==> src/rtl/su2_defines.vh <==
`ifndef SU2_DEFINES_VH
`define SU2_DEFINES_VH
// Register addresses
`define SU2_ADDR_STATUS 16'h0370
`define SU2_ADDR_MASK 16'h0371
`define SU2_ADDR_MODE 16'h0378
`define SU2_ADDR_BAUD 16'h0379
`define SU2_ADDR_TXBUF 16'h037a
`define SU2_ADDR_CTRL0 16'h037c
`define SU2_ADDR_CTRL1 16'h037d
`define SU2_ADDR_RXBUF 16'h037e
// Control zero fields
`define SU2_C0_SRC_LO 0
`define SU2_C0_SRC_HI 1
`define SU2_C0_HS_SEL 2
`define SU2_C0_SHIFT_EMPTY 3
`define SU2_C0_HS_DIS 4
`define SU2_C0_POL 6
`define SU2_C0_ORDER 7
// Control one fields
`define SU2_C1_TE 0
`define SU2_C1_HOLD_EMPTY 1
`define SU2_C1_RE 2
`define SU2_C1_RX_DONE 3
`define SU2_C1_IRS 4
`define SU2_C1_CONT 5
`define SU2_C1_INV 6
`define SU2_C1_ERE 7
// Mode field and codes
`define SU2_MODE_CLOCK_DIRECTION_SELECT 3
`define SU2_MODE_OFF 3'h0
`define SU2_MODE_SYNC 3'h1
`define SU2_MODE_A7 3'h4
`define SU2_MODE_A8 3'h5
`define SU2_MODE_A9 3'h6
// Status and mask fields
`define SU2_ST_TX 0
`define SU2_ST_RX 1
`define SU2_ST_OVR 2
`define SU2_ST_FRM 3
// Reset values and continuous-receive dummy byte
`define SU2_RST_REG8 8'h00
`define SU2_RST_REG4 4'h0
`define SU2_DUMMY_TX 8'hff
// Timing counts
`define SU2_DIV8_LAST 3'h7
`define SU2_DIV32_LAST 5'h1f
`define SU2_OVS_MID 4'h7
`define SU2_OVS_LAST 4'hf
`endif

==> src/rtl/su2_serial_ctrl.v <==
// The strobed register port was left to the implementer.
`timescale 1ns/100ps
`include "su2_defines.vh"

// Operation
// - Count source 00/01/10 clocks generator at f1, f8, f32; 11 stops it.
// - Shift empty flag reads 0 while shifting, 1 when transmission done.
// - Handshake disable 1 turns handshake off and releases the pin.
// - Control zero bit 5 is unused; write 0, always reads 0.
// - Clocked mode polarity 0 drives falling, samples rising; 1 reverses.
// - Bit order 0 sends least significant bit first, 1 most first.
// - Transmit enable 0 blocks transmission, 1 permits it.
// - Holding empty flag reads 0 with a pending byte, 1 when empty.
// - Receive enable 0 blocks reception, 1 permits it.
// - Receive complete flag reads 1 while unread data is held.
// - Transmit interrupt on buffer empty if cause 0, frame done if 1.
// - Continuous receive works only in clocked mode, ignored in async.
// - Data invert 1 inverts buffer data in both modes.
// - Error output enable gates error output in async mode only.
// - Mode 001 clocked, 100/101/110 async 7/8/9 bits, 000 off.
// - Clock direction 0 uses internal generator, 1 the clock pin; async modes always use the internal generator.
module su2_serial_ctrl #(
  parameter BAUD_W = 8
) (
  input wire ref_clk,
  input wire rst,
  input wire [15:0] bus_addr,
  input wire [7:0] bus_wdata,
  input wire bus_wr,
  input wire bus_rd,
  output reg [7:0] bus_rdata,
  input wire rxd,
  output reg txd,
  input wire clk_pin_in,
  output reg clk_pin_out,
  output reg clk_pin_oe,
  input wire hs_pin_in,
  output reg hs_pin_out,
  output reg hs_pin_oe,
  output reg hs_port_released,
  output reg err_out,
  output reg irq
);

  localparam T_IDLE = 2'h0;
  localparam T_START = 2'h1;
  localparam T_DATA = 2'h2;
  localparam T_STOP = 2'h3;

  reg count_source_sel_lo;
  reg count_source_sel_hi;
  reg handshake_select;
  reg handshake_disable;
  reg transfer_edge_polarity;
  reg bit_order_select;
  reg shift_reg_empty;
  reg transmit_enable_bit;
  reg holding_buffer_empty;
  reg receive_enable_bit;
  reg receive_complete;
  reg tx_irq_cause_select;
  reg continuous_receive_enable;
  reg data_invert_select;
  reg error_output_enable;
  reg [2:0] serial_mode;
  reg clock_direction_select;
  reg [BAUD_W-1:0] brg_value;
  reg [BAUD_W-1:0] brg_cnt;
  reg [4:0] pre;
  reg [7:0] tx_hold;
  reg [7:0] rx_buf;
  reg frame_err;
  reg [3:0] irq_status;
  reg [3:0] irq_mask;
  reg [1:0] tx_state;
  reg [8:0] tx_sh;
  reg [3:0] tx_cnt;
  reg [3:0] tx_tick;
  reg sck;
  reg clk_prev;
  reg [1:0] rx_state;
  reg [8:0] rx_sh;
  reg [3:0] rx_cnt;
  reg [3:0] rx_tick;

  function [7:0] su2_align;
    input [8:0] v;
    input [3:0] len;
    input msb;
    reg [8:0] sh;
    begin
      sh = v >> (4'h9 - len);
      su2_align = msb ? v[7:0] : sh[7:0];
    end
  endfunction

  ////////////////////////////////////////////////////////////////////
  // Decode and mode

  wire wr_c0 = bus_wr && bus_addr == `SU2_ADDR_CTRL0;
  wire wr_c1 = bus_wr && bus_addr == `SU2_ADDR_CTRL1;
  wire wr_mode = bus_wr && bus_addr == `SU2_ADDR_MODE;
  wire wr_baud = bus_wr && bus_addr == `SU2_ADDR_BAUD;
  wire wr_tx = bus_wr && bus_addr == `SU2_ADDR_TXBUF;
  wire wr_st = bus_wr && bus_addr == `SU2_ADDR_STATUS;
  wire wr_mask = bus_wr && bus_addr == `SU2_ADDR_MASK;
  wire rd_rx = bus_rd && bus_addr == `SU2_ADDR_RXBUF;

  // Mode decode
  // mode codes
  wire sync_mode = serial_mode == `SU2_MODE_SYNC;
  wire a7 = serial_mode == `SU2_MODE_A7;
  wire a9 = serial_mode == `SU2_MODE_A9;
  wire async_mode = a7 || a9 || serial_mode == `SU2_MODE_A8;
  wire [3:0] frame_len = a7 ? 4'h7 : (a9 ? 4'h9 : 4'h8);

  ////////////////////////////////////////////////////////////////////
  // Baud-rate generator

  wire [1:0] src_sel = {count_source_sel_hi, count_source_sel_lo};
  reg src_tick;
  always @* begin
    case (src_sel)
      2'b00: src_tick = 1'b1;
      2'b01: src_tick = pre[2:0] == `SU2_DIV8_LAST;
      2'b10: src_tick = pre == `SU2_DIV32_LAST;
      default: src_tick = 1'b0;
    endcase
  end
  wire brg_tick = src_tick && brg_cnt == {BAUD_W{1'b0}};

  always @(posedge ref_clk or posedge rst) begin
    if (rst) begin
      pre <= 5'h00;
      brg_cnt <= {BAUD_W{1'b0}};
    end else begin
      pre <= pre + 5'h01;
      if (brg_tick)
        brg_cnt <= brg_value;
      else if (src_tick)
        brg_cnt <= brg_cnt - {{(BAUD_W-1){1'b0}}, 1'b1};
    end
  end

  ////////////////////////////////////////////////////////////////////
  // Transfer clock edges and start conditions

  wire idle_lvl = ~transfer_edge_polarity;
  wire sync_busy = sync_mode && tx_state == T_DATA;
  // drive and sample edges by polarity
  wire drive_edge = clock_direction_select ?
    (clk_prev == idle_lvl && clk_pin_in != idle_lvl) :
    (brg_tick && sck == idle_lvl);
  wire sample_edge = clock_direction_select ?
    (clk_prev != idle_lvl && clk_pin_in == idle_lvl) :
    (brg_tick && sck != idle_lvl);

  wire cts_ok = handshake_disable || handshake_select || !hs_pin_in;
  wire ext_ok = !sync_mode || !clock_direction_select ||
    clk_pin_in == idle_lvl;
  wire tx_start = tx_state == T_IDLE && (sync_mode || async_mode) &&
    transmit_enable_bit && !holding_buffer_empty && cts_ok && ext_ok;

  wire tx_bit = bit_order_select ? tx_sh[8] : tx_sh[0];
  wire [8:0] tx_load = bit_order_select ?
    (a7 ? {tx_hold[6:0], 2'b00} :
      (a9 ? {1'b0, tx_hold} : {tx_hold, 1'b0})) :
    {1'b0, tx_hold};
  wire [8:0] sync_next = bit_order_select ?
    {tx_sh[7:0], rxd} : {rxd, tx_sh[8:1]};
  wire [8:0] tx_next = bit_order_select ?
    {tx_sh[7:0], 1'b1} : {1'b1, tx_sh[8:1]};
  wire tx_next_bit = bit_order_select ? tx_next[8] : tx_next[0];
  wire [8:0] rx_next = bit_order_select ?
    {rx_sh[7:0], rxd} : {rxd, rx_sh[8:1]};

  wire sync_done = sync_busy && sample_edge && tx_cnt == 4'h7;
  wire async_tx_done = tx_state == T_STOP && brg_tick &&
    tx_tick == `SU2_OVS_LAST;
  wire rx_stop = rx_state == T_STOP && brg_tick &&
    rx_tick == `SU2_OVS_LAST;

  wire rx_done = receive_enable_bit && (sync_done || rx_stop);
  wire [7:0] rx_word = sync_done ?
    su2_align(sync_next, 4'h8, bit_order_select) :
    su2_align(rx_sh, frame_len, bit_order_select);
  // Read in the same cycle frees the buffer: new byte wins
  wire rx_ok = rx_done && (!receive_complete || rd_rx);
  wire ovr_evt = rx_done && receive_complete && !rd_rx;
  wire frm_evt = rx_stop && receive_enable_bit && !rxd;
  wire tx_evt = tx_irq_cause_select ?
    (sync_done || async_tx_done) : tx_start;
  wire cont_arm = sync_mode && continuous_receive_enable && rd_rx &&
    holding_buffer_empty;

  wire [3:0] events = {frm_evt, ovr_evt, rx_ok, tx_evt};
  wire [3:0] st_clr = wr_st ? bus_wdata[3:0] : 4'h0;
  wire [3:0] next_status = (irq_status & ~st_clr) | events;

  ////////////////////////////////////////////////////////////////////
  // Software registers and flags

  always @(posedge ref_clk or posedge rst) begin
    if (rst) begin
      count_source_sel_lo <= 1'b0;
      count_source_sel_hi <= 1'b0;
      handshake_select <= 1'b0;
      handshake_disable <= 1'b0;
      transfer_edge_polarity <= 1'b0;
      bit_order_select <= 1'b0;
      transmit_enable_bit <= 1'b0;
      receive_enable_bit <= 1'b0;
      tx_irq_cause_select <= 1'b0;
      continuous_receive_enable <= 1'b0;
      data_invert_select <= 1'b0;
      error_output_enable <= 1'b0;
      serial_mode <= `SU2_MODE_OFF;
      clock_direction_select <= 1'b0;
      brg_value <= {BAUD_W{1'b0}};
      tx_hold <= `SU2_RST_REG8;
      rx_buf <= `SU2_RST_REG8;
      holding_buffer_empty <= 1'b1;
      receive_complete <= 1'b0;
      frame_err <= 1'b0;
      irq_status <= `SU2_RST_REG4;
      irq_mask <= `SU2_RST_REG4;
    end else begin
      if (wr_c0) begin
        count_source_sel_lo <= bus_wdata[`SU2_C0_SRC_LO];
        count_source_sel_hi <= bus_wdata[`SU2_C0_SRC_HI];
        handshake_select <= bus_wdata[`SU2_C0_HS_SEL];
        handshake_disable <= bus_wdata[`SU2_C0_HS_DIS];
        transfer_edge_polarity <= bus_wdata[`SU2_C0_POL];
        bit_order_select <= bus_wdata[`SU2_C0_ORDER];
      end
      if (wr_c1) begin
        transmit_enable_bit <= bus_wdata[`SU2_C1_TE];
        receive_enable_bit <= bus_wdata[`SU2_C1_RE];
        tx_irq_cause_select <= bus_wdata[`SU2_C1_IRS];
        continuous_receive_enable <= bus_wdata[`SU2_C1_CONT];
        data_invert_select <= bus_wdata[`SU2_C1_INV];
        error_output_enable <= bus_wdata[`SU2_C1_ERE];
      end
      if (wr_mode) begin
        serial_mode <= bus_wdata[2:0];
        clock_direction_select <= bus_wdata[`SU2_MODE_CLOCK_DIRECTION_SELECT];
      end
      if (wr_baud)
        brg_value <= bus_wdata[BAUD_W-1:0];
      if (wr_mask)
        irq_mask <= bus_wdata[3:0];
      // load to shifter empties holding buffer
      if (tx_start)
        holding_buffer_empty <= 1'b1;
      if (cont_arm) begin
        tx_hold <= `SU2_DUMMY_TX;
        holding_buffer_empty <= 1'b0;
      end
      if (wr_tx) begin
        tx_hold <= bus_wdata ^ {8{data_invert_select}};
        holding_buffer_empty <= 1'b0;
      end
      if (rd_rx) begin
        receive_complete <= 1'b0;
        frame_err <= 1'b0;
      end
      if (rx_ok) begin
        rx_buf <= rx_word;
        receive_complete <= 1'b1;
      end
      if (frm_evt)
        frame_err <= 1'b1;
      irq_status <= next_status;
    end
  end

  ////////////////////////////////////////////////////////////////////
  // Transmit shifter, shared with clocked reception

  always @(posedge ref_clk or posedge rst) begin
    if (rst) begin
      tx_state <= T_IDLE;
      tx_sh <= 9'h000;
      tx_cnt <= 4'h0;
      tx_tick <= 4'h0;
      txd <= 1'b1;
      sck <= 1'b1;
      clk_prev <= 1'b1;
      shift_reg_empty <= 1'b1;
    end else begin
      clk_prev <= clk_pin_in;
      if (!sync_busy)
        sck <= idle_lvl;
      else if (!clock_direction_select && brg_tick)
        sck <= ~sck;
      if (!sync_mode && !async_mode) begin
        tx_state <= T_IDLE;
        txd <= 1'b1;
        shift_reg_empty <= 1'b1;
      end else begin
        case (tx_state)
          T_IDLE: begin
            if (tx_start) begin
              tx_sh <= tx_load;
              tx_cnt <= 4'h0;
              tx_tick <= 4'h0;
              shift_reg_empty <= 1'b0;
              if (sync_mode) begin
                tx_state <= T_DATA;
              end else begin
                tx_state <= T_START;
                txd <= 1'b0;
              end
            end
          end
          T_START: begin
            if (brg_tick) begin
              tx_tick <= tx_tick + 4'h1;
              if (tx_tick == `SU2_OVS_LAST) begin
                tx_state <= T_DATA;
                txd <= tx_bit;
              end
            end
          end
          T_DATA: begin
            if (sync_mode) begin
              if (drive_edge)
                txd <= tx_bit;
              if (sample_edge) begin
                tx_sh <= sync_next;
                tx_cnt <= tx_cnt + 4'h1;
                if (tx_cnt == 4'h7) begin
                  tx_state <= T_IDLE;
                  shift_reg_empty <= 1'b1;
                end
              end
            end else if (brg_tick) begin
              tx_tick <= tx_tick + 4'h1;
              if (tx_tick == `SU2_OVS_LAST) begin
                tx_sh <= tx_next;
                tx_cnt <= tx_cnt + 4'h1;
                if (tx_cnt == frame_len - 4'h1) begin
                  tx_state <= T_STOP;
                  txd <= 1'b1;
                end else begin
                  txd <= tx_next_bit;
                end
              end
            end
          end
          T_STOP: begin
            if (brg_tick)
              tx_tick <= tx_tick + 4'h1;
            if (async_tx_done) begin
              tx_state <= T_IDLE;
              shift_reg_empty <= 1'b1;
            end
          end
          default: tx_state <= T_IDLE;
        endcase
      end
    end
  end

  ////////////////////////////////////////////////////////////////////
  // Asynchronous receiver

  always @(posedge ref_clk or posedge rst) begin
    if (rst) begin
      rx_state <= T_IDLE;
      rx_sh <= 9'h000;
      rx_cnt <= 4'h0;
      rx_tick <= 4'h0;
    end else if (!async_mode || !receive_enable_bit) begin
      rx_state <= T_IDLE;
    end else begin
      if (brg_tick)
        rx_tick <= rx_tick + 4'h1;
      case (rx_state)
        T_IDLE: begin
          if (!rxd) begin
            rx_state <= T_START;
            rx_tick <= 4'h0;
            rx_cnt <= 4'h0;
          end
        end
        T_START: begin
          if (brg_tick && rx_tick == `SU2_OVS_MID) begin
            rx_tick <= 4'h0;
            rx_state <= rxd ? T_IDLE : T_DATA;
          end
        end
        T_DATA: begin
          if (brg_tick && rx_tick == `SU2_OVS_LAST) begin
            rx_sh <= rx_next;
            rx_cnt <= rx_cnt + 4'h1;
            if (rx_cnt == frame_len - 4'h1)
              rx_state <= T_STOP;
          end
        end
        T_STOP: begin
          if (rx_stop)
            rx_state <= T_IDLE;
        end
        default: rx_state <= T_IDLE;
      endcase
    end
  end

  ////////////////////////////////////////////////////////////////////
  // Pins, interrupt and read port

  always @(posedge ref_clk or posedge rst) begin
    if (rst) begin
      clk_pin_out <= 1'b1;
      clk_pin_oe <= 1'b0;
      hs_pin_out <= 1'b1;
      hs_pin_oe <= 1'b0;
      hs_port_released <= 1'b0;
      err_out <= 1'b0;
      irq <= 1'b0;
      bus_rdata <= `SU2_RST_REG8;
    end else begin
      clk_pin_out <= sck;
      clk_pin_oe <= sync_mode && !clock_direction_select;
      hs_pin_out <= !(receive_enable_bit && !receive_complete);
      hs_pin_oe <= !handshake_disable && handshake_select &&
        (sync_mode || async_mode);
      hs_port_released <= handshake_disable;
      err_out <= error_output_enable && async_mode && frame_err;
      irq <= |(next_status & irq_mask);
      bus_rdata <= `SU2_RST_REG8;
      if (bus_rd) begin
        case (bus_addr)
          `SU2_ADDR_CTRL0: bus_rdata <= {bit_order_select,
            transfer_edge_polarity, 1'b0, handshake_disable,
            shift_reg_empty, handshake_select, count_source_sel_hi,
            count_source_sel_lo};
          `SU2_ADDR_CTRL1: bus_rdata <= {error_output_enable,
            data_invert_select, continuous_receive_enable,
            tx_irq_cause_select, receive_complete, receive_enable_bit,
            holding_buffer_empty, transmit_enable_bit};
          `SU2_ADDR_MODE: bus_rdata <= {4'h0, clock_direction_select,
            serial_mode};
          `SU2_ADDR_BAUD: bus_rdata <= brg_value;
          `SU2_ADDR_TXBUF: bus_rdata <= tx_hold;
          `SU2_ADDR_RXBUF: bus_rdata <= rx_buf ^ {8{data_invert_select}};
          `SU2_ADDR_STATUS: bus_rdata <= {4'h0, irq_status};
          `SU2_ADDR_MASK: bus_rdata <= {4'h0, irq_mask};
          default: bus_rdata <= `SU2_RST_REG8;
        endcase
      end
    end
  end

endmodule

==> config.mk <==
export PLATFORM = sky130hd
export DESIGN_NAME = su2_serial_ctrl
export DESIGN_NICKNAME = d
export VERILOG_FILES = /design/src/rtl/su2_serial_ctrl.v
export VERILOG_INCLUDE_DIRS = /design/src /design/src/rtl
export SDC_FILE = /design/constraint.sdc
export NUM_CORES = 1
export LEC_CHECK = 0
export BUFFER_PORTS_ARGS = -buffer_cell sky130_fd_sc_hd__buf_2
export CAP_MARGIN = 20
export CORE_MARGIN = 10
export CORE_UTILIZATION = 40
export DETAILED_ROUTE_END_ITERATION = 12
export PLACE_DENSITY = 0.65
export SYNTH_ARGS = -nofsm -noshare
export SYNTH_HDL_FRONTEND = slang
export SYNTH_SLANG_ARGS = --single-unit
==> constraint.sdc <==
create_clock -name ref_clk -period 3.9 [get_ports ref_clk]
set_input_delay 0 -clock ref_clk [delete_from_list [all_inputs] [get_ports ref_clk]]
set_output_delay 0 -clock ref_clk [all_outputs]
set_load 0.02 [all_outputs]
==> run summary, run 1 <==
RUN STATUS
---------------------------------------------------------------------------------
Outcome                                                              complete, no violations

FLOORPLAN
---------------------------------------------------------------------------------
Placeable Area                                                       0.0172 sq mm
I/O Pins                                                                       47
Total Die Area                                                       0.0231 sq mm
Die extent in y                                                            152 um
Die width                                                                  152 um
Starting utilization of the core area                                       40.6%
Cell row count                                                                 48

PWR
---------------------------------------------------------------------------------
Power per unit of standard cell area                                  401 mW/mm^2
Peak supply drop                                                         0.272 mV
Leakage power summed over all cells                                       3.74 nW

DRT
---------------------------------------------------------------------------------
Overall routed net length                                                19500 um
Vias post-DR                                                                 5802
Avg WL per Cell                                                           19.3 um
Initial detailed-routing violation count                                      551
Remaining antenna violation count                                               0
DRT Pass-1 Iters                                                                6
Vias per Instance                                                            5.75
Residual DRC                                                                    0

CLOCK TREE
---------------------------------------------------------------------------------
Maximum level of the CTS H-tree                                                 4
Root buffer cell                                                     sky130_fd_sc_hd__clkbuf_16
Clock-pin slew on the worst setup and hold paths                            50 ps
CTS sink count                                                                121
Clock latency reported for the late side of the worst-skew pair            420 ps
Number of setup buffers added after CTS                                         0
Inserted Clock Buffers                                                         17
TritonCTS clock tree                                                         done
Number of resized instances in the post-cts repair step                         0
Longest Clk Path Bufs                                                           2

GLOBAL ROUTE
---------------------------------------------------------------------------------
Pin count of the biggest net entering global routing                           51
Initial antenna violation count                                                 0
Via count of the first global-routing pass                                   5582
GRT overflow                                                                    0
Wire length of the first global-routing pass                             31300 um
Total routing usage reported by global routing                              16.6%

YOSYS
---------------------------------------------------------------------------------
Most frequent cell after synthesis                                   sky130_fd_sc_hd__dfrtp_1
Library cells used by synthesis                                                77
Cell Area, Synth                                                     0.00697 sq mm
Fraction of the yosys area taken by sequential cells                        43.6%
Synthesis warning total                                                         0
Flip-flop cell with the highest count after synthesis                sky130_fd_sc_hd__dfrtp_1
Most frequent cells after synthesis                                  sky130_fd_sc_hd__dfrtp_1, sky130_fd_sc_hd__nand2_1, sky130_fd_sc_hd__a21oi_1, sky130_fd_sc_hd__nor2_1, sky130_fd_sc_hd__o21ai_0
Number of enable flip-flop cells after synthesis                                0
Synth Net Count                                                               766
Async set or reset register ratio after synthesis                            100%
Synth area leaders                                                   sky130_fd_sc_hd__dfrtp_1, sky130_fd_sc_hd__mux2_2, sky130_fd_sc_hd__nand2_1
Cell type contributing the most total cell area after synthesis      sky130_fd_sc_hd__dfrtp_1
Portion of synthesized cell area occupied by the leading cell type          40.9%
Number of register bits inferred by synthesis                                 121
Cell count after synthesis                                                    722
Average footprint of a synthesized cell                                9.65 sq um

PLACE
---------------------------------------------------------------------------------
Half-perimeter wire length after placement                               14200 um
Number of port buffers                                                         46
Final weighted congestion of routability-driven global placement            0.949
Post-placement cell area                                             0.00741 sq mm

TIMING
---------------------------------------------------------------------------------
Actual transition at the worst max-transition pin                         1120 ps
Skew final                                                                8.71 ps
Unrepaired setup endpoints after global routing                                no
Relative slew slack                                                         25.5%
Final min period                                                          3030 ps
Slew Limit Fails                                                                0
Final hold vios                                                                 0
Endpoints failing setup                                                         0
Top achievable clock speed                                              0.331 GHz
Setup TNS                                                                    0 ps
Part of the cycle the worst path needs                                      77.6%

SETUP PATH
---------------------------------------------------------------------------------
CP Data Arrival Time                                                      3320 ps
Startpoint of the lowest-slack register-to-register path             brg_cnt[0]$_DFFE_PP0P_
Category of the worst setup path capture point                          flip-flop
Critical path destination                                            tx_sh[6]$_DFFE_PP0P_
Source of the critical timing path                                   brg_cnt[0]$_DFFE_PP0P_
Maximum fanout along the worst path                                            11
R2R cell count                                                                  8
Worst endpoint required time                                              4200 ps
Launching element type of the critical path                             flip-flop
R2r setup slk                                                              870 ps
End of the worst register-to-register path                           tx_sh[6]$_DFFE_PP0P_
Classification of the worst setup path                                 reg -> reg

FINISH
---------------------------------------------------------------------------------
Layout overhead on the synthesized area                                     17.2%
Nets@finish                                                                   815
Number of diodes                                                                0
Fraction of layout instances using a drive strength above 1                 19.1%
Final Core Density                                                          47.6%
Design Area, Final                                                   0.00817 sq mm

RUN
---------------------------------------------------------------------------------
Reported max-cap violation count                                                0

MIN PATH
---------------------------------------------------------------------------------
Hold/Removal Path Class                                                 in -> reg

cell type report:
cell class	instances	area [sq um]
fillers	1635	9010
clock inverters	10	141
multi-input cells	537	3680
inverters	24	92.6
well taps	225	282
flip-flops and latches	121	3040
repair buffers	70	460
clock buffers	22	474
placed cells by master, fill, tap and decap left out, drive strengths merged, types with 6 or more instances in the layout:
cell type,instances
dlygate4sd3,12
dfrtp,114
xnor2,11
nor4,8
clkbuf,22
mux2,41
ha,13
inv,25
o22ai,10
buf,58
a22o,11
nor3,6
o22a,6
nand2b,19
nor2b,8
a222oi,6
dfstp,7
a21oi,53
nand2,81
nor2,47
nand4,12
a22oi,6
a211oi,9
nand3,15
xor2,13
a2bb2oi,9
and3,17
o21ai,42
mux2i,21
power by group:
part	leakage, nW	internal [mW]	switching, mW	total (mW)
logic	1.87	0.119	0.175	0.294
registers	1.58	1.30	0.0495	1.35
clock network	0.297	1.06	0.570	1.63
total	3.74	2.48	0.795	3.27
repair_timing:
action | in CTS | in global routing
hold buffers | 12 | 0
setup endpoints to repair | 0 | 0
endpoints found under the hold margin | 82 | 0
through the flow:
| step | hold WS, ps | setup slack [ps] | power, mW | cells |
|---|---|---|---|---|
| floorplan | 4.48 | 697 | 1.57 | 722 |
| global placement | 129 | 963 | 1.65 | 964 |
| detailed placement | 124 | 918 | 1.65 | 964 |
| CTS | 2.40 | 877 | 3.30 | 1008 |
| global route | 33.5 | 688 | 3.40 | 1009 |
| finish | 17.4 | 875 | 3.27 | 1009 |
worst min path at each step:
stage	startpoint	endpoint	slack [ps]	cells after the start
2_1_floorplan	clk_pin_in	clk_prev$_DFF_PP1_	4	0
3_3_place_gp	rst	pre[3]$_DFF_PP0_	130	2
3_5_place_dp	rst	pre[0]$_DFF_PP0_	120	2
4_1_cts	rxd	rx_sh[8]$_DFFE_PP0P_	2	3
5_1_grt	rxd	rx_sh[8]$_DFFE_PP0P_	30	3
6_report	rxd	rx_sh[8]$_DFFE_PP0P_	20	3
sequential cells by signal, summed over array words and instances, names as in the netlist, 5 cells and up:
name / cells
rx_sh: 9
brg_value: 8
bus_rdata: 8
tx_hold: 8
rx_buf: 8
brg_cnt: 8
pre: 5
tx_sh: 9
cells by family (layout without fill, tap and decap cells):
kind of cell             count (synthesis)  in the layout  synth area share (%)
flip-flops                             121            121                  43.6
XOR/XNOR                                24             24                  3.02
AND/OR/NAND/NOR                        241            241                  17.9
buffers and inverters                   64            126                  3.57
multiplexers                            62             62                  10.1
adder cells (fa/ha/maj)                 13             13                  2.33
AO/OA/AOI/OAI                          197            197                  19.4
critical path, stage by stage, from the launching register on:
cell                        delay, ps
sky130_fd_sc_hd__dfrtp_1          390
sky130_fd_sc_hd__inv_1            110
sky130_fd_sc_hd__ha_1             160
sky130_fd_sc_hd__or3b_2           530
sky130_fd_sc_hd__a2111oi_4        500
sky130_fd_sc_hd__nand4_4          200
sky130_fd_sc_hd__mux2i_2          350
sky130_fd_sc_hd__o21ai_2          290
sky130_fd_sc_hd__mux2_4           370
per-layer routing:
layer  up-vias  GRT usage [%]  share of wire (%)
met5         -              0                  0
met4         0           6.01                2.3
met3        34           4.60                7.3
met2       248           24.7                 45
met1      2767           22.5                 46
li1       2753              -                  -
(Power assumes the default switching activity.)
==> run 2, diff against run 1 <==
- clock period: 3.9 -> 3 ns (I/O delays scaled with it)
==> run 2 against run 1 <==
Effect of this change: die area unchanged; largest power group unchanged; final cell count increased by 1.5%; maximum frequency rose by 12%; critical path depth rose by 2; count of clock-buffer cells in the layout is 2 lower; clock power increased by 28%; core utilization increased by 0.60 points; sequential cell count is the same; critical endpoint is now tx_sh[3]$_DFFE_PP0P_; combinational power increased by 35%; wire length shrank 2.4%; via count up 1.1%; critical path type unchanged.
==> run summary, run 2 (synthesized netlist as in run 1, its figures left out) <==
CLOCK TREE
-------------------------------------------------------------------------------
Number of resized instances in the post-cts repair step                       0   unchanged
Number of setup buffers added after CTS                                       0   unchanged
Maximum level of the CTS H-tree                                               4   unchanged
Longest Clk Path Bufs                                                         2   unchanged
Inserted Clock Buffers                                                       17   unchanged
CTS sink count                                                              121   unchanged
Clock latency reported for the late side of the worst-skew pair          430 ps   about the same
Clock-pin slew on the worst setup and hold paths                          60 ps   about the same
Root buffer cell                                                   sky130_fd_sc_hd__clkbuf_16
TritonCTS clock tree                                                       done

TIMING
-------------------------------------------------------------------------------
Skew final                                                              12.1 ps   +3.37 ps
Final min period                                                        2710 ps   -320 ps
Final hold vios                                                               0   unchanged
Unrepaired setup endpoints after global routing                              no
Endpoints failing setup                                                       0   unchanged
Actual transition at the worst max-transition pin                        873 ps   -245 ps
Top achievable clock speed                                            0.370 GHz   +12%
Smallest setup slack after layout                                        295 ps   -580 ps
Relative slew slack                                                       41.8%   +16 points
Part of the cycle the worst path needs                                    90.2%   +13 points
Setup TNS                                                                  0 ps   unchanged
Slew Limit Fails                                                              0   unchanged

GLOBAL ROUTE
-------------------------------------------------------------------------------
Via count of the first global-routing pass                                 5686   +1.9%
Pin count of the biggest net entering global routing                         54   +5.9%
Total routing usage reported by global routing                            16.5%   -0.056 points
GRT overflow                                                                  0   unchanged
Wire length of the first global-routing pass                           31600 um   +0.88%
Initial antenna violation count                                               0   unchanged

DRT
-------------------------------------------------------------------------------
DRT Pass-1 Iters                                                              5   -1
Residual DRC                                                                  0   unchanged
Vias per Instance                                                          5.73   -0.34%
Vias post-DR                                                               5868   +1.1%
Remaining antenna violation count                                             0   unchanged
Avg WL per Cell                                                         18.5 um   -3.8%
Initial detailed-routing violation count                                    658   +19%
Overall routed net length                                              19000 um   -2.4%

PWR
-------------------------------------------------------------------------------
Peak supply drop                                                       0.388 mV   +43%
Power per unit of standard cell area                                512 mW/mm^2   +28%
Leakage power summed over all cells                                     3.81 nW   +1.8%

FLOORPLAN
-------------------------------------------------------------------------------
Cell row count                                                               48   unchanged
I/O Pins                                                                     47   unchanged
Starting utilization of the core area                                     40.6%   unchanged
Total Die Area                                                     0.0231 sq mm   unchanged
Die width                                                                152 um   unchanged
Placeable Area                                                     0.0172 sq mm   unchanged
Die extent in y                                                          152 um   unchanged

FINISH
-------------------------------------------------------------------------------
Most used cells in the layout excluding fill and tap cells         sky130_fd_sc_hd__dfrtp_1, sky130_fd_sc_hd__nand2_1, sky130_fd_sc_hd__a21oi_1
Nets@finish                                                                 830   +1.8%
Largest registers                                                  rx_sh x9, tx_sh x9
Layout overhead on the synthesized area                                   18.7%
Most common library cell in the layout ignoring fill and taps      sky130_fd_sc_hd__dfrtp_1
Fraction of layout instances using a drive strength above 1               20.4%   +1.3 points
Number of diodes                                                              0   unchanged

SETUP PATH
-------------------------------------------------------------------------------
Worst endpoint required time                                            3310 ps   -890 ps
Launching element type of the critical path                           flip-flop
Maximum fanout along the worst path                                          11   unchanged
Classification of the worst setup path                               reg -> reg
Category of the worst setup path capture point                        flip-flop
CP Data Arrival Time                                                    3010 ps   -310 ps

PLACE
-------------------------------------------------------------------------------
Number of port buffers                                                       46   unchanged
Half-perimeter wire length after placement                             14000 um   -1.4%
Minimum setup slack after placement                                      326 ps   -592 ps
Final weighted congestion of routability-driven global placement          0.906   -4.5%

RUN
-------------------------------------------------------------------------------
Reported max-cap violation count                                              0   unchanged

RUN STATUS
-------------------------------------------------------------------------------
Outcome                                                            complete, no violations

MIN PATH
-------------------------------------------------------------------------------
Hold/Removal Path Class                                               in -> reg

-- run 2: cell count changes in the layout (fill, tap and decap cells not counted) --
cell / before / now
sky130_fd_sc_hd__buf_4: 11 / 23
sky130_fd_sc_hd__clkinv_2: 2 / 5
sky130_fd_sc_hd__buf_12: 0 / 2
sky130_fd_sc_hd__clkbuf_8: 3 / 1
sky130_fd_sc_hd__dlygate4sd3_1: 12 / 14
sky130_fd_sc_hd__buf_16: 1 / 0
sky130_fd_sc_hd__inv_4: 1 / 0
-- run 2: worst max-delay path, stage by stage, from the launching register on --
cell	delay, ps
sky130_fd_sc_hd__dfrtp_1	390
sky130_fd_sc_hd__inv_1	100
sky130_fd_sc_hd__ha_1	160
sky130_fd_sc_hd__or3b_2	530
sky130_fd_sc_hd__a2111oi_4	210
sky130_fd_sc_hd__buf_4	220
sky130_fd_sc_hd__nand4_4	150
sky130_fd_sc_hd__mux2i_2	240
sky130_fd_sc_hd__o21ai_2	100
sky130_fd_sc_hd__buf_12	180
sky130_fd_sc_hd__mux2_4	300
-- run 2: power by group --
part	internal (mW)	leakage, nW	switching [mW]	total [mW]
Sequential	1.69	1.58	0.0639	1.76
Combinational	0.170	1.94	0.228	0.398
Clock	1.32	0.294	0.758	2.08
-- run 2: final timing paths --
check	from	to	slack [ps]	depth (start not counted)
hold reg to reg	sck$_DFFE_PP1P_	clk_pin_out$_DFF_PP1_	390	0
hold / removal	bus_addr[2]	bus_rdata[6]$_DFF_PP0_	20	3
setup / recovery	brg_cnt[0]$_DFFE_PP0P_	tx_sh[3]$_DFFE_PP0P_	290	10
setup reg to reg	brg_cnt[0]$_DFFE_PP0P_	tx_sh[3]$_DFFE_PP0P_	290	10
max in group asynchronous	rst	rx_sh[7]$_DFFE_PP0P_	1840	4
min in group asynchronous	rst	irq_mask[0]$_DFFE_PP0P_	260	3
-- run 2: repair_timing --
action,in CTS,in global routing
hold buffers,14,0
endpoints found under the hold margin,66,0
setup endpoints to repair,0,0
-- run 2: metal layers --
metal | GRT usage (%) | vias up | wire, um | part of all wire [%]
li1 | - | 2783 | - | -
met1 | 22.7 | 2854 | 8980 | 47
met2 | 24.6 | 207 | 8480 | 45
met3 | 4.26 | 24 | 1160 | 6.1
met4 | 5.87 | 0 | 370 | 1.9
met5 | 0 | - | 0 | 0
-- run 2: cell type report --
type | instances | area (sq um)
fill | 1629 | 8900
multi-input combinational | 537 | 3680
sequential | 121 | 3040
timing repair buffer | 85 | 583
clock buffer | 20 | 447
tap | 225 | 282
clock inverter | 12 | 149
inverter | 24 | 93.8
-- run 2: per-stage QoR --
stage	cell area (sq um)	hold WS, ps	total power [mW]	utilization (%)	std cells
final	8270	21.1	4.23	48.2	1024
after global routing	8270	80.3	4.40	48.2	1024
after CTS	8270	4.99	4.26	48.2	1024
after detailed placement	7540	142	2.16	43.9	978
after global placement	7540	138	2.16	43.9	978
after floorplan	6970	4.48	2.04	-	722
==> run 3, diff against run 2 <==
- BUFFER_PORTS_ARGS: -buffer_cell sky130_fd_sc_hd__buf_2 -> unset
- DONT_BUFFER_PORTS: unset -> 1
- PLACE_DENSITY: 0.65 -> 0.62
==> run 3 against run 2 <==
Effect of this change: non-clock buffer count decreased by 40; global-route usage increased by 0.92 points; count of clock-buffer cells in the layout unchanged; core utilization decreased by 1.0 points; register-to-register slack got worse by 150 ps; setup slack got worse by 150 ps; maximum frequency decreased by 5.3%; die area unchanged; first-iteration DRC count decreased by 31%.
==> run summary, run 3 (synthesized netlist as in run 1, its figures left out) <==
TIMING
-------------------------------------------------------------------------------
Top achievable clock speed                                            0.350 GHz   -5.3%
Unrepaired setup endpoints after global routing                              no
Slew Limit Fails                                                              0   unchanged
Part of the cycle the worst path needs                                    95.3%   +5.1 points
Skew final                                                              9.16 ps   -2.91 ps
Endpoints failing setup                                                       0   unchanged
Final min period                                                        2860 ps   +153 ps
Setup TNS                                                                  0 ps   unchanged
Final hold vios                                                               0   unchanged
Actual transition at the worst max-transition pin                        884 ps   +11.1 ps
Smallest setup slack after layout                                        142 ps   -153 ps
Relative slew slack                                                       41.0%   -0.74 points

RUN STATUS
-------------------------------------------------------------------------------
Outcome                                                            complete, no violations

FLOORPLAN
-------------------------------------------------------------------------------
Die extent in y                                                          152 um   unchanged
Starting utilization of the core area                                     40.6%   unchanged
Die width                                                                152 um   unchanged
I/O Pins                                                                     47   unchanged
Total Die Area                                                     0.0231 sq mm   unchanged
Placeable Area                                                     0.0172 sq mm   unchanged
Cell row count                                                               48   unchanged

DRT
-------------------------------------------------------------------------------
Vias post-DR                                                               5865   -0.051%
Residual DRC                                                                  0   unchanged
Initial detailed-routing violation count                                    452   -31%
Vias per Instance                                                          5.96   +4.0%
Remaining antenna violation count                                             0   unchanged
DRT Pass-1 Iters                                                              7   +2
Overall routed net length                                              20600 um   +8.3%
Avg WL per Cell                                                         20.9 um   +13%

FINISH
-------------------------------------------------------------------------------
Layout overhead on the synthesized area                                   16.3%
Number of diodes                                                              0   unchanged
Fraction of layout instances using a drive strength above 1               15.3%   -5.1 points
Non-filler cells, final                                                     984   -3.9%
Most common library cell in the layout ignoring fill and taps      sky130_fd_sc_hd__dfrtp_1
Nets@finish                                                                 790   -4.8%
Largest registers                                                  rx_sh x9, tx_sh x9
Most used cells in the layout excluding fill and tap cells         sky130_fd_sc_hd__dfrtp_1, sky130_fd_sc_hd__nand2_1, sky130_fd_sc_hd__a21oi_1
Design Area, Final                                                 0.00810 sq mm   -2.1%

RUN
-------------------------------------------------------------------------------
Reported max-cap violation count                                              0   unchanged

CLOCK TREE
-------------------------------------------------------------------------------
Root buffer cell                                                   sky130_fd_sc_hd__clkbuf_16
CTS sink count                                                              121   unchanged
Clock latency reported for the late side of the worst-skew pair          420 ps   about the same
Inserted Clock Buffers                                                       17   unchanged
Longest Clk Path Bufs                                                         2   unchanged
Clock-pin slew on the worst setup and hold paths                          60 ps   about the same
Maximum level of the CTS H-tree                                               4   unchanged
TritonCTS clock tree                                                       done

PWR
-------------------------------------------------------------------------------
Total design power                                                      4.21 mW   -0.62%
Leakage power summed over all cells                                     3.63 nW   -4.7%
Peak supply drop                                                       0.347 mV   -11%
Power per unit of standard cell area                                520 mW/mm^2   +1.5%

GLOBAL ROUTE
-------------------------------------------------------------------------------
Via count of the first global-routing pass                                 5860   +3.1%
Initial antenna violation count                                               0   unchanged
Total routing usage reported by global routing                            17.5%   +0.92 points
GRT overflow                                                                  0   unchanged
Pin count of the biggest net entering global routing                         58   +7.4%
Wire length of the first global-routing pass                           33000 um   +4.4%

PLACE
-------------------------------------------------------------------------------
Post-placement cell area                                           0.00729 sq mm   -3.3%
Final weighted congestion of routability-driven global placement          0.952   +5.1%
Number of port buffers                                                        0   -100%
Minimum setup slack after placement                                     62.4 ps   -264 ps
Cell count after placement                                                  931   -4.8%
Half-perimeter wire length after placement                             14800 um   +5.6%

SETUP PATH
-------------------------------------------------------------------------------
Maximum fanout along the worst path                                           5   -6
Classification of the worst setup path                               reg -> reg
CP Data Arrival Time                                                    3160 ps   +150 ps
Worst endpoint required time                                            3300 ps   about the same
Launching element type of the critical path                           flip-flop
Category of the worst setup path capture point                        flip-flop

MIN PATH
-------------------------------------------------------------------------------
Hold/Removal Path Class                                               in -> reg

run 3: cell count changes in the layout (fill, tap and decap cells not counted), sizes merged:
cell,previous run,this run
buf,71,25
dlygate4sd3,14,20
clkinvlp,2,3
inv,24,23
run 3: layout make-up:
| class | instances | area (sq um) |
|---|---|---|
| clock buffers | 20 | 437 |
| clock inverters | 12 | 151 |
| inverters | 24 | 93.8 |
| repair buffers | 45 | 400 |
| fillers | 1643 | 9070 |
| well taps | 225 | 282 |
| multi-input cells | 537 | 3700 |
| flip-flops and latches | 121 | 3040 |
run 3: final timing paths:
| check | start | end | slack (ps) | depth (start not counted) |
|---|---|---|---|---|
| min reg2reg | sck$_DFFE_PP1P_ | clk_pin_out$_DFF_PP1_ | 400 | 0 |
| min in group asynchronous | rst | irq_status[0]$_DFF_PP0_ | 210 | 2 |
| max in group asynchronous | rst | clk_pin_out$_DFF_PP1_ | 1890 | 3 |
| min | bus_addr[0] | bus_rdata[0]$_DFF_PP0_ | 20 | 4 |
| max reg2reg | pre[0]$_DFF_PP0_ | irq$_DFF_PP0_ | 140 | 11 |
| max | pre[0]$_DFF_PP0_ | irq$_DFF_PP0_ | 140 | 11 |
run 3: what timing repair did:
action	CTS	global route
endpoints found under the setup margin	0	11
hold endpoints to repair	96	0
hold buffers	20	0
resized for setup	0	3
setup buffers	0	1
run 3: metrics by stage:
stage / hold WS, ps / utilization, %
global route: 49.9 / 47.2
floorplan: 4.48 / -
CTS: 0.812 / 47.0
finish: 16.7 / 47.2
detailed placement: 4.94 / 42.4
global placement: 4.96 / 42.4
run 3: power breakdown:
group / internal (mW) / switching, mW / total (mW)
Clock: 1.30 / 0.752 / 2.05
Sequential: 1.69 / 0.0632 / 1.76
Combinational: 0.166 / 0.233 / 0.399
Total: 3.16 / 1.05 / 4.21
run 3: layer usage:
metal | GRT usage [%] | part of all wire (%) | vias to the layer above
met5 | 0 | 0 | -
met4 | 8.48 | 3.9 | 0
met3 | 3.61 | 6.5 | 56
met2 | 27.2 | 46 | 243
met1 | 22.6 | 44 | 2865
li1 | - | - | 2701
run 3: critical path, cell delays in order (launching register included):
cell	delay, ps
sky130_fd_sc_hd__dfrtp_1	400
sky130_fd_sc_hd__ha_1	220
sky130_fd_sc_hd__and3_1	180
sky130_fd_sc_hd__ha_1	170
sky130_fd_sc_hd__nand2b_1	190
sky130_fd_sc_hd__a2111oi_4	100
sky130_fd_sc_hd__buf_4	170
sky130_fd_sc_hd__buf_4	160
sky130_fd_sc_hd__a32o_1	280
sky130_fd_sc_hd__o21ai_0	490
sky130_fd_sc_hd__nor2_1	110
sky130_fd_sc_hd__a211o_1	250
